**src/design/cbc_params.svh**
```systemverilog
// offsets, field positions, reset values and timing counts of the balance block
`ifndef CBC_PARAMS_SVH
`define CBC_PARAMS_SVH

// register word indices, byte address is four times the index
`define CBC_IDX_CONFIG   6'h13
`define CBC_IDX_ENABLE   6'h14
`define CBC_IDX_TEST     6'h1E
`define CBC_IDX_STATUS   6'h3F

// balance configuration fields
`define CBC_DUR_MSB      7
`define CBC_DUR_LSB      4
`define CBC_KEEP_BIT     3
`define CBC_CFG_MASK     8'hF8
// test configuration field
`define CBC_SQUEEZE_BIT  4

// reset values
`define CBC_CONFIG_RST   8'h00
`define CBC_ENABLE_RST   16'h0000
`define CBC_SQUEEZE_RST  1'h0

// status fields
`define CBC_ST_RUN_BIT   0
`define CBC_ST_BLOCK_BIT 1
`define CBC_ST_CKSUM_BIT 2
`define CBC_ST_SEC_LSB   4
`define CBC_ST_SEC_MSB   15

// widths
`define CBC_CHANNELS     16
`define CBC_FAULT_W      8
`define CBC_SEC_W        12
`define CBC_PRE_W        24

// balance durations in seconds, codes 1 to 9
`define CBC_DUR_1_S      12'h001
`define CBC_DUR_2_S      12'h03C
`define CBC_DUR_3_S      12'h078
`define CBC_DUR_4_S      12'h12C
`define CBC_DUR_5_S      12'h258
`define CBC_DUR_6_S      12'h384
`define CBC_DUR_7_S      12'h4B0
`define CBC_DUR_8_S      12'h708
`define CBC_DUR_9_S      12'hE10
`define CBC_DUR_NONE_S   12'h000

// timing: one-second tick at a 100 ns clock
`define CBC_CLK_PERIOD_NS  100
`define CBC_TICK_PERIOD_NS 1000000000
`define CBC_TICK_CYCLES    (`CBC_TICK_PERIOD_NS / `CBC_CLK_PERIOD_NS)

`endif

```
**src/design/cbc_pkg.sv**
```systemverilog
// types and duration decode of the balance block
`include "cbc_params.svh"
package cbc_pkg;
	typedef logic [3:0]               cbc_dur_t;
	typedef logic [`CBC_SEC_W-1:0]    cbc_secs_t;
	typedef logic [`CBC_CHANNELS-1:0] cbc_chan_t;
	typedef enum logic [1:0] {
		cbc_idle,
		cbc_run,
		cbc_done
	} cbc_tstate_e;

	// zero means no timed balancing
	function automatic cbc_secs_t cbc_dur_limit(input cbc_dur_t code);
		unique case (code)
			4'h1:    cbc_dur_limit = `CBC_DUR_1_S;
			4'h2:    cbc_dur_limit = `CBC_DUR_2_S;
			4'h3:    cbc_dur_limit = `CBC_DUR_3_S;
			4'h4:    cbc_dur_limit = `CBC_DUR_4_S;
			4'h5:    cbc_dur_limit = `CBC_DUR_5_S;
			4'h6:    cbc_dur_limit = `CBC_DUR_6_S;
			4'h7:    cbc_dur_limit = `CBC_DUR_7_S;
			4'h8:    cbc_dur_limit = `CBC_DUR_8_S;
			4'h9:    cbc_dur_limit = `CBC_DUR_9_S;
			default: cbc_dur_limit = `CBC_DUR_NONE_S;
		endcase
	endfunction : cbc_dur_limit
endpackage : cbc_pkg

```
**src/design/cbc_tick.sv**
```systemverilog
// one-second tick prescaler, restartable
`timescale 1ns/1ps
`include "cbc_params.svh"
module cbc_tick
	import cbc_pkg::*;
#(
	parameter int unsigned CYCLES = `CBC_TICK_CYCLES
) (
	// clock and reset
	input  wire logic i_clock,
	input  wire logic i_srst,
	// control
	input  wire logic i_restart,
	input  wire logic i_run,
	// tick
	output logic      o_tick
);
	localparam logic [`CBC_PRE_W-1:0] LAST = `CBC_PRE_W'(CYCLES - 1);

	logic [`CBC_PRE_W-1:0] count_q;

	always_ff @(posedge i_clock) begin
		if (i_srst || i_restart || !i_run) begin
			count_q <= '0;
		end else if (count_q >= LAST) begin
			count_q <= '0;
		end else begin
			count_q <= count_q + `CBC_PRE_W'(1);
		end
	end

	always_ff @(posedge i_clock) begin
		if (i_srst || i_restart || !i_run) begin
			o_tick <= 1'b0;
		end else begin
			o_tick <= (count_q >= LAST);
		end
	end
endmodule : cbc_tick

```
**src/design/cbc_timer.sv**
```systemverilog
// balance auto-stop second counter and its state
`timescale 1ns/1ps
`include "cbc_params.svh"
module cbc_timer
	import cbc_pkg::*;
(
	// clock and reset
	input  wire logic      i_clock,
	input  wire logic      i_srst,
	// control
	input  wire logic      i_restart,
	input  wire logic      i_active,
	input  wire cbc_dur_t  i_code,
	input  wire logic      i_tick,
	// state
	output logic           o_running,
	output logic           o_expire,
	output cbc_secs_t      o_elapsed
);
	cbc_tstate_e state_q;
	cbc_secs_t   limit;
	cbc_secs_t   next_sec;

	assign limit    = cbc_dur_limit(i_code);
	assign next_sec = o_elapsed + `CBC_SEC_W'(1);
	assign o_running = (state_q == cbc_run);

	always_ff @(posedge i_clock) begin
		if (i_srst) begin
			state_q   <= cbc_idle;
			o_elapsed <= '0;
			o_expire  <= 1'b0;
		end else begin
			o_expire <= 1'b0;
			unique case (state_q)
				cbc_idle: begin
					o_elapsed <= '0;
					if (i_active && limit != '0) begin
						state_q <= cbc_run;
					end
				end
				cbc_run: begin
					if (!i_active || limit == '0) begin
						state_q   <= cbc_idle;
						o_elapsed <= '0;
					end else if (i_restart) begin
						o_elapsed <= '0;
					end else if (i_tick) begin
						o_elapsed <= next_sec;
						if (next_sec >= limit) begin
							state_q  <= cbc_done;
							o_expire <= 1'b1;
						end
					end
				end
				cbc_done: begin
					if (i_restart) begin
						state_q   <= cbc_run;
						o_elapsed <= '0;
					end else if (!i_active) begin
						state_q   <= cbc_idle;
						o_elapsed <= '0;
					end
				end
			endcase
		end
	end
endmodule : cbc_timer

```
**src/design/cbc_top.sv**
```systemverilog
// cell balance control with wishbone register access
//
// Overview of operation
// - duration codes 1 to 9 give 1 s, 1, 2, 5, 10, 15, 20, 30 and 60 min.
// - duration code zero disables the timer, balancing runs until cleared.
// - when the chosen time elapses every channel enable is cleared.
// - the auto-stop timer ignores reads; only enable and config writes and the fault and expiry clears of the enables reach it.
// - an accepted non-zero write to the enables restarts the timer at zero.
// - with keep-on-fault low any fault except checksum clears the enables.
// - with keep-on-fault high faults leave the enables untouched.
// - with keep-on-fault low enable writes are dropped while a fault stands.
// - enable bit n drives balance output n+1 for cell n+1.
// - in squeeze mode the enable bits drive squeeze resistors instead.
// - an enable bit of one turns its channel on, zero turns it off.
// - a squeeze mode bit in the test config selects the squeeze use.
`timescale 1ns/1ps
`include "cbc_params.svh"
module cbc_top
	import cbc_pkg::*;
#(
	parameter int unsigned TICK_CYCLES = `CBC_TICK_CYCLES
) (
	// clock and reset
	input  wire logic        i_clock,
	input  wire logic        i_srst,
	// wishbone slave
	input  wire logic        i_wb_cyc,
	input  wire logic        i_wb_stb,
	input  wire logic        i_wb_we,
	input  wire logic [7:0]  i_wb_adr,
	input  wire logic [3:0]  i_wb_sel,
	input  wire logic [31:0] i_wb_dat,
	output logic             o_wb_ack,
	output logic [31:0]      o_wb_dat,
	// fault sources
	input  wire logic [`CBC_FAULT_W-1:0] i_fault_flags,
	input  wire logic        i_user_checksum_error_flag,
	// switch drives
	output cbc_chan_t        o_balance_output,
	output cbc_chan_t        o_squeeze_output
);
	logic        req;
	logic        wr_req;
	logic [5:0]  idx;
	logic        fault_any;
	logic        keep_on_fault;
	logic        fault_block;
	logic        wr_enable;
	logic        wr_enable_ok;
	logic        wr_config;
	logic        wr_test;
	logic        restart;
	cbc_chan_t   enable_merged;
	cbc_dur_t    dur_code;
	logic [7:0]  config_q;
	cbc_chan_t   enable_q;
	logic        squeeze_q;
	logic        timer_running;
	logic        timer_expire;
	logic        tick;
	cbc_secs_t   elapsed;
	cbc_secs_t   dur_limit;
	logic [31:0] rd_data;

	// decoded limit kept as a net so checks can look back at it
	assign dur_limit = cbc_dur_limit(dur_code);

	// classic wishbone: one request, one ack a cycle later
	assign req    = i_wb_cyc && i_wb_stb && !o_wb_ack;
	assign wr_req = req && i_wb_we;
	assign idx    = i_wb_adr[7:2];

	assign wr_config = wr_req && idx == `CBC_IDX_CONFIG && i_wb_sel[0];
	assign wr_test   = wr_req && idx == `CBC_IDX_TEST && i_wb_sel[0];
	assign wr_enable = wr_req && idx == `CBC_IDX_ENABLE && (|i_wb_sel[1:0]);

	// checksum flag stays out of the fault term by design
	assign fault_any     = |i_fault_flags;
	assign keep_on_fault = config_q[`CBC_KEEP_BIT];
	assign fault_block   = fault_any && !keep_on_fault;
	assign wr_enable_ok  = wr_enable && !fault_block;
	assign dur_code      = config_q[`CBC_DUR_MSB:`CBC_DUR_LSB];

	// byte lanes merge into the 16-bit enable word
	assign enable_merged = {
		i_wb_sel[1] ? i_wb_dat[15:8] : enable_q[15:8],
		i_wb_sel[0] ? i_wb_dat[7:0]  : enable_q[7:0]
	};

	// restart only on a write that really lands and is non-zero
	assign restart = wr_enable_ok && (enable_merged != '0);

	always_ff @(posedge i_clock) begin
		if (i_srst) begin
			o_wb_ack <= 1'b0;
		end else begin
			o_wb_ack <= req;
		end
	end

	// reserved low bits never stored
	always_ff @(posedge i_clock) begin
		if (i_srst) begin
			config_q <= `CBC_CONFIG_RST;
		end else if (wr_config) begin
			config_q <= i_wb_dat[7:0] & `CBC_CFG_MASK;
		end
	end

	always_ff @(posedge i_clock) begin
		if (i_srst) begin
			squeeze_q <= `CBC_SQUEEZE_RST;
		end else if (wr_test) begin
			squeeze_q <= i_wb_dat[`CBC_SQUEEZE_BIT];
		end
	end

	// fault clear beats everything; a fresh write beats the expiry
	always_ff @(posedge i_clock) begin
		if (i_srst) begin
			enable_q <= `CBC_ENABLE_RST;
		end else if (fault_block) begin
			enable_q <= '0;
		end else if (wr_enable_ok) begin
			enable_q <= enable_merged;
		end else if (timer_expire) begin
			enable_q <= '0;
		end
	end

	// outputs registered, so they trail the enable word by one cycle
	always_ff @(posedge i_clock) begin
		if (i_srst) begin
			o_balance_output <= '0;
			o_squeeze_output <= '0;
		end else if (squeeze_q) begin
			o_balance_output <= '0;
			o_squeeze_output <= enable_q;
		end else begin
			o_balance_output <= enable_q;
			o_squeeze_output <= '0;
		end
	end

	always_comb begin
		rd_data = '0;
		unique case (idx)
			`CBC_IDX_CONFIG: rd_data[7:0] = config_q;
			`CBC_IDX_ENABLE: rd_data[15:0] = enable_q;
			`CBC_IDX_TEST: rd_data[`CBC_SQUEEZE_BIT] = squeeze_q;
			`CBC_IDX_STATUS: begin
				rd_data[`CBC_ST_RUN_BIT]   = timer_running;
				rd_data[`CBC_ST_BLOCK_BIT] = fault_block;
				rd_data[`CBC_ST_CKSUM_BIT] = i_user_checksum_error_flag;
				rd_data[`CBC_ST_SEC_MSB:`CBC_ST_SEC_LSB] = elapsed;
			end
			default: rd_data = '0;
		endcase
	end

	always_ff @(posedge i_clock) begin
		if (i_srst) begin
			o_wb_dat <= '0;
		end else if (req && !i_wb_we) begin
			o_wb_dat <= rd_data;
		end else begin
			o_wb_dat <= '0;
		end
	end

	// prescaler restarts with the timer so a restart is a true zero
	cbc_tick #(
		.CYCLES    (TICK_CYCLES)
	) u_tick (
		.i_clock   (i_clock),
		.i_srst    (i_srst),
		.i_restart (restart),
		.i_run     (timer_running),
		.o_tick    (tick)
	);

	// enable and config writes reach the timer through restart, i_active and i_code; fault and expiry clears of enable_q reach it through i_active
	cbc_timer u_timer (
		.i_clock   (i_clock),
		.i_srst    (i_srst),
		.i_restart (restart),
		.i_active  (enable_q != '0),
		.i_code    (dur_code),
		.i_tick    (tick),
		.o_running (timer_running),
		.o_expire  (timer_expire),
		.o_elapsed (elapsed)
	);
endmodule : cbc_top

```
**config.mk**
```make
export PLATFORM = sky130hd
export DESIGN_NAME = cbc_top
export DESIGN_NICKNAME = d
export VERILOG_FILES = /design/src/design/cbc_pkg.sv /design/src/design/cbc_tick.sv /design/src/design/cbc_timer.sv /design/src/design/cbc_top.sv
export VERILOG_INCLUDE_DIRS = /design/src /design/src/design
export SDC_FILE = /design/constraint.sdc
export NUM_CORES = 1
export LEC_CHECK = 0
export ABC_AREA = 1
export BUFFER_PORTS_ARGS = -buffer_cell sky130_fd_sc_hd__buf_4
export CAP_MARGIN = 30
export CORE_MARGIN = 1.5
export CORE_UTILIZATION = 59
export DETAILED_ROUTE_END_ITERATION = 7
export PLACE_DENSITY = 0.92
export SETUP_SLACK_MARGIN = 0.3
export SKIP_CTS_REPAIR_TIMING = 1
export SLEW_MARGIN = 20
export SYNTH_ARGS = -nofsm -noshare
export SYNTH_HDL_FRONTEND = slang
export SYNTH_HIERARCHICAL = 1
export SYNTH_SLANG_ARGS = --single-unit
```
**constraint.sdc**
```tcl
create_clock -name i_clock -period 6.75 [get_ports i_clock]
set_clock_uncertainty 0.2 [all_clocks]
set_input_delay 1.35 -clock i_clock [delete_from_list [all_inputs] [get_ports i_clock]]
set_output_delay 1.35 -clock i_clock [all_outputs]
set_load 0.01 [all_outputs]
```
# Yosys cells after proc, flatten, opt, wreduce, memory -nomap -nowiden
# Memory sizes are Yosys's and may differ from the RTL's. A register that Yosys moved wholly into a read port is not among the register bits.
# Cells that the tools add are included.
dict set report op_classes {
  n_reduce_logical 39
  add_sub_neg 2
  mux 26
  n_eq_ne 12
  n_lt_le_gt_ge 2
  bitwise_logic 4
}
# operator count
set op_table {}
lappend op_table {{$mux W12} 5}
lappend op_table {{$pmux W12 S3} 1}
lappend op_table {{$mux W16} 2}
lappend op_table {{$reduce_bool A16 Y1} 2}
lappend op_table {{$add A24 B1 Y24 const B} 1}
lappend op_table {{$ge A24 B24 Y1 const B} 1}
lappend op_table {{$eq A6 B5 Y1 const B} 3}
lappend op_table {{$mux W8} 2}
lappend op_table {{$pmux W8 S2} 1}
lappend op_table {{$logic_and A1 B1 Y1} 14}
lappend op_table {{$mux W2} 7}
lappend op_table {{$add A12 B1 Y12 const B} 1}
lappend op_table {{$ge A12 B12 Y1} 1}
lappend op_table {{$logic_not A12 Y1} 1}
lappend op_table {{$reduce_bool A12 Y1} 1}
lappend op_table {{$reduce_or A2 Y1} 6}
lappend op_table {{$pmux W3 S3} 1}
lappend op_table {{$mux W4} 2}
lappend op_table {{$reduce_or A8 Y1} 1}
lappend op_table {{$eq A6 B6 Y1 const B} 1}
lappend op_table {{$logic_not A1 Y1} 6}
lappend op_table {{$ne A3 B1 Y1 const B} 2}
lappend op_table {{$pmux W2 S3} 1}
lappend op_table {{$pmux W3 S2} 1}
lappend op_table {{16 further kinds} 21}
dict set report totals {
  memories 1
  mem_bits_ro 176
  reg_bits 127
}
# memory depth width read_ports rd_ports_with_merged_regs wr line_no
set memory_table {}
lappend memory_table {{(no name shown)} 16 11 1 1 0 cbc_pkg.sv:15} ;# unique case (code)

# Depth between registers and ports, before layout
dict set report logic_depth {
  word_depth 10
  mapped_depth 20
  mapped_depth_nobuf 20
}

# Hierarchy
# The synthesis kept the hierarchy.
# module cells_each instances area_per_inst_um2
set by_module_without_submodules {}
lappend by_module_without_submodules {cbc_top 367 1 2882.8}
lappend by_module_without_submodules {cbc_timer 262 1 1590.3}
lappend by_module_without_submodules {cbc_tick 205 1 1398.8}

# Worst setup path after synthesis
# OpenSTA, ideal clock, no wires.
dict set report synth_path {
  kind {input -> register}
  startpoint {input port i_fault_flags[7]}
  endpoint {register u_timer.state_q[0]}
  cell_stages 14
  required_time_ns 6.437
  setup_time_ns 0.113
  path_buffers 2
  arrival_time_ns 3.232
  path_slack_ns 3.205
  cell_sequence {nor2_1 nand2_1 o21bai_4 nand3_2 buf_6 nor2_1 nor2_1 nand2_1 buf_1 inv_1 a21oi_1 nand2_1 nor2_1 nor2_1}
}
dict set report synth_between {
  elab_chain_len 7
  elab_cells_between_ends 10
}
# item line_no
set synth_rtl {}
lappend synth_rtl {{start: declaration} cbc_top.sv:36} ;# input wire logic [`CBC_FAULT_W-1:0] i_fault_flags,
lappend synth_rtl {{$reduce_or A8 Y1 (*)} cbc_top.sv:78} ;# assign fault_any = |i_fault_flags;
lappend synth_rtl {{$logic_and A1 B1 Y1 (*)} cbc_top.sv:80} ;# assign fault_block = fault_any && !keep_on_fault;
lappend synth_rtl {{$logic_not A1 Y1 (*)} cbc_top.sv:81} ;# assign wr_enable_ok = wr_enable && !fault_block;
lappend synth_rtl {{$logic_and A1 B1 Y1 (*)} cbc_top.sv:81}
lappend synth_rtl {{$logic_and A1 B1 Y1 (*)} cbc_top.sv:91} ;# assign restart = wr_enable_ok && (enable_merged != '0);
lappend synth_rtl {{via restart} cbc_top.sv:52} ;# logic restart;
lappend synth_rtl {{$ne A3 B3 Y1 (no line) (tied with other cells)} -}
lappend synth_rtl {{$reduce_and A5 Y1 (no line) or $pmux W2 S3 (tied branches)} -}
lappend synth_rtl {{end signal: assignment} cbc_timer.sv:51} ;# state_q <= cbc_done;
lappend synth_rtl {{end signal: assignment} cbc_timer.sv:58} ;# state_q <= cbc_run;
lappend synth_rtl {{end signal: assignment} cbc_timer.sv:61} ;# state_q <= cbc_idle;
lappend synth_rtl {{end: declaration} cbc_timer.sv:20} ;# cbc_tstate_e state_q;
# The timed path passes the listed nets; every way through them passes the cells marked *.
# A chain may end at the register's enable or synchronous reset.

# Final worst setup path
# Same ends and word-level chain as after synthesis.

==> impl_metrics.py <==
metrics = {
    "floorplan": {
        "die_area_um2": 10560,
        "die_h_um": 102.8,
        "start_util": 0.6035,
        "ioPinCount": 123,
        "rows": 36,
        "coreArea_um2": 9729,
        "die_x_um": 102.8,
    },
    "clock_tree": {
        "clk_path_buf_depth": 2,
        "clockRootBuffer": "clkbuf_8",
        "htreeDepth": 3,
        "cts.clk_slew.worst_paths_ns": 0.10,
        "cts_tree": "done",
        "numCtsBuffers": 9,
        "clk_latency_ns": 0.38,
        "numClockSinks": 111,
    },
    "sta": {
        "post-route-period-util": 0.5624,
        "grt_setup_unrepaired": "no",
        "hold_violations": 0,
        "fmax_mhz": 263.4,
        "min_period_ns": 3.796,
        "finalSetupViolCount": 0,
        "slew_viol_final": 0,
        "timing.hold.ws_ns": 0.2694,
        "maxSlewHeadroom": 0.6056,
        "tns_ns": 0,
        "worst_slew_pin_slew_ns": 0.5896,
    },
    "worst_setup_path": {
        "crit_fanout": 19,
        "slowest_stage": "nand3_2",
        "cp-end-kind": "register",
        "crit_type": "in2reg",
        "cp.arrival_ns": 3.92,
        "crit_family": "simple AND/OR/NAND/NOR gates",
        "worst-endpoint-required_ns": 6.87,
        "crit_path_start_kind": "primary input",
        "timing.critical_path.mode_cell": "nand2_1",
        "crit_chain": "buf_4, nor2_1, nand2_1, o21bai_4, nand3_2, nor2_1, buf_4, nor2_1, nand2_1, inv_1, a21oi_1, nand2_1, nand2_1, nand2_1, nor2_1",
        "crit_buf_inv": 3,
        "crit_path_max_incr_delay_ns": 0.43,
    },
    "synthesis": {
        "syn_avg_cell_area_um2": 7.041,
        "synthArstFlopShare": 0,
        "synth-edff-count": 0,
        "synthCells": 834,
        "synth-main-ff-cell": "dfxtp_1",
        "yosysWarnings": 6,
        "ys_seq_elements": 111,
        "yosysSeqAreaShare": 0.3784,
        "syn_area_um2": 5872,
        "yosys.cell_types.count": 45,
    },
    "detailed_routing": {
        "first_pass_iters": 5,
        "post_drt_wl_per_cell_um": 12.90,
        "wirelength_um": 13530,
        "ant_nets": 0,
        "num_vias": 5503,
        "drc": 0,
        "initialDrtViolationCount": 408,
        "routed_via_density": 5.246,
    },
    "global_route": {
        "track_usage": 0.2654,
        "grt_start_max_net_pins": 25,
        "grt_pass1_vias": 5002,
        "grt_pass1_wl_um": 22020,
        "grt-ovfl-total": 0,
        "grt_antenna_before_repair": 0,
    },
    "power": {
        "irDropWorstVdd_uv": 112.9,
        "power_density_nw_per_um2": 174.8,
        "power_leakage_nw": 2.844,
    },
    "worst_hold_path": {
        "hold_class": "reg2reg",
    },
    "cells_and_area": {
        "diodes": 0,
        "area_growth_pct": 14.04,
        "stdcell_count": 1049,
        "drive_above_1_share": 0.1605,
        "nets": 991,
    },
    "run_status": {
        "status": "finished clean",
    },
    "placed_design": {
        "dp.cells": 1033,
        "hpwlAfterDp_um": 10090,
        "io_buffer_count": 86,
        "gp_congestion": 0.9336,
    },
    "run": {
        "maxCapViolCount": 0,
    },
}
cell usage after synthesis (2+ instances only):
library cell | n | area (µm²)
a21oi_1 | 40 | 200.2
buf_6 | 5 | 56.30
nand4_1 | 9 | 56.30
o21a_1 | 2 | 15.01
dfxtp_1 | 111 | 2222
nor3_1 | 10 | 50.05
nand3_2 | 4 | 40.04
nor2_1 | 157 | 589.3
o22ai_1 | 2 | 12.51
o21ai_0 | 20 | 100.1
buf_2 | 4 | 20.02
nand2_2 | 5 | 31.28
inv_4 | 2 | 12.51
clkbuf_1 | 5 | 18.77
a31oi_1 | 4 | 25.02
xor2_1 | 19 | 166.4
nor2_2 | 11 | 68.82
o21ai_1 | 2 | 10.01
inv_2 | 7 | 26.28
nor2_4 | 6 | 67.56
nand3_1 | 63 | 315.3
nand3b_1 | 9 | 67.56
xnor2_1 | 4 | 35.03
ha_1 | 22 | 275.3
nand2_1 | 186 | 698.2
inv_1 | 81 | 304.0
nor4_1 | 4 | 25.02
buf_4 | 21 | 157.7
o21bai_1 | 2 | 15.01
nand3_4 | 2 | 35.03
cells by family after synthesis:
kind of cell / Yosys count / synth area share
AO/OA/AOI/OAI: 75 / 0.07010
AND/OR/NAND/NOR: 475 / 0.3661
other: 1 / 0.0006386
buffers and inverters: 127 / 0.1036
flip-flops: 111 / 0.3784
XOR/XNOR: 23 / 0.03431
adder cells (fa/ha/maj): 22 / 0.04688
routing by layer:
| layer | vias to the layer above | global-route usage | part of all wire |
|---|---|---|---|
| met2 | 210 | 0.4885 | 0.50 |
| met3 | 30 | 0.04271 | 0.065 |
| met5 | - | 0 | 0 |
| li1 | 2766 | - | - |
| met4 | 0 | 0.1060 | 0.023 |
| met1 | 2497 | 0.3073 | 0.41 |
stage by stage:
step | instance area [µm²] | power, W | util | worst slack [ns]
global placement | 6491 | 0.0007741 | 0.6672 | 2.646
finish | 6696 | 0.001171 | 0.6883 | 2.954
detailed placement | 6491 | 0.0007764 | 0.6672 | 2.595
floorplan | 5928 | 0.0007555 | - | 3.205
global route | 6696 | 0.001217 | 0.6883 | 2.572
CTS | 6696 | 0.001175 | 0.6883 | 2.961
layout by cell type (no fill, tap or decap), drive strengths merged:
master,Yosys,routed
bufinv,0,1
and3,1,1
nand4,10,10
o21a,2,2
a21oi,40,40
dfxtp,111,111
or2,1,1
a21o,1,1
clkinv,1,3
clkbuf,5,9
ha,22,22
nand3,69,69
xor2,19,19
o21ai,22,22
nor3,12,12
o22ai,2,2
and2,1,1
inv,90,92
nand3b,9,9
a31oi,4,4
nor3b,1,1
nor4,4,4
nand2,193,193
o21bai,3,3
conb,1,16
a21boi,1,1
nor2,174,174
buf,31,87
clkinvlp,0,2
xnor2,4,4
power breakdown:
part | total (W) | internal (W) | leakage [nW] | switching [W]
Sequential | 0.000665 | 0.000661 | 0.894 | 0.00000451
Clock | 0.000409 | 0.000177 | 0.0993 | 0.000232
Combinational | 0.0000968 | 0.0000364 | 1.85 | 0.0000604
sequential cells by signal, summed over array words and instances, names as in the netlist:
name	flops
o_wb_ack	1
u_timer/o_elapsed	12
squeeze_q	1
u_timer/state_q	2
o_wb_dat	16
u_tick/count_q	24
enable_q	16
u_tick/o_tick	1
config_q	5
o_balance_output	16
u_timer/o_expire	1
o_squeeze_output	16
final timing paths:
check	slack, ns	startpoint	to	cells past startpoint
min	0.27	u_tick/count_q[0]	u_tick/count_q[0]	1
max reg2reg	3.49	u_timer/o_elapsed[0]	u_timer/state_q[0]	17
max	2.95	i_fault_flags[7]	u_timer/state_q[0]	15
min reg2reg	0.27	u_tick/count_q[0]	u_tick/count_q[0]	1
worst reg2reg max path, stage by stage, from the launching register on:
cell and delay, ns:
dfxtp_1 0.48, ha_1 0.24, nand3_1 0.13, nor2_1 0.36
nand4_1 0.18, xor2_1 0.23, inv_1 0.07, ha_1 0.29
nand2_1 0.08, nor2_1 0.05, nor2_1 0.09, nand3_1 0.10
o21bai_1 0.28, nand2_1 0.14, nand2_1 0.10, nand2_1 0.05
nand2_1 0.05, nor2_1 0.04
final cells by class:
cell class / instances / area [µm²]
clock inverter: 7 / 81.33
inverter: 91 / 351.6
sequential: 111 / 2222
clock buffer: 9 / 123.9
fill: 826 / 3033
timing repair buffer: 87 / 653.1
tap: 133 / 166.4
multi-input combinational: 611 / 3098
Power figures use the tool's default switching activity.
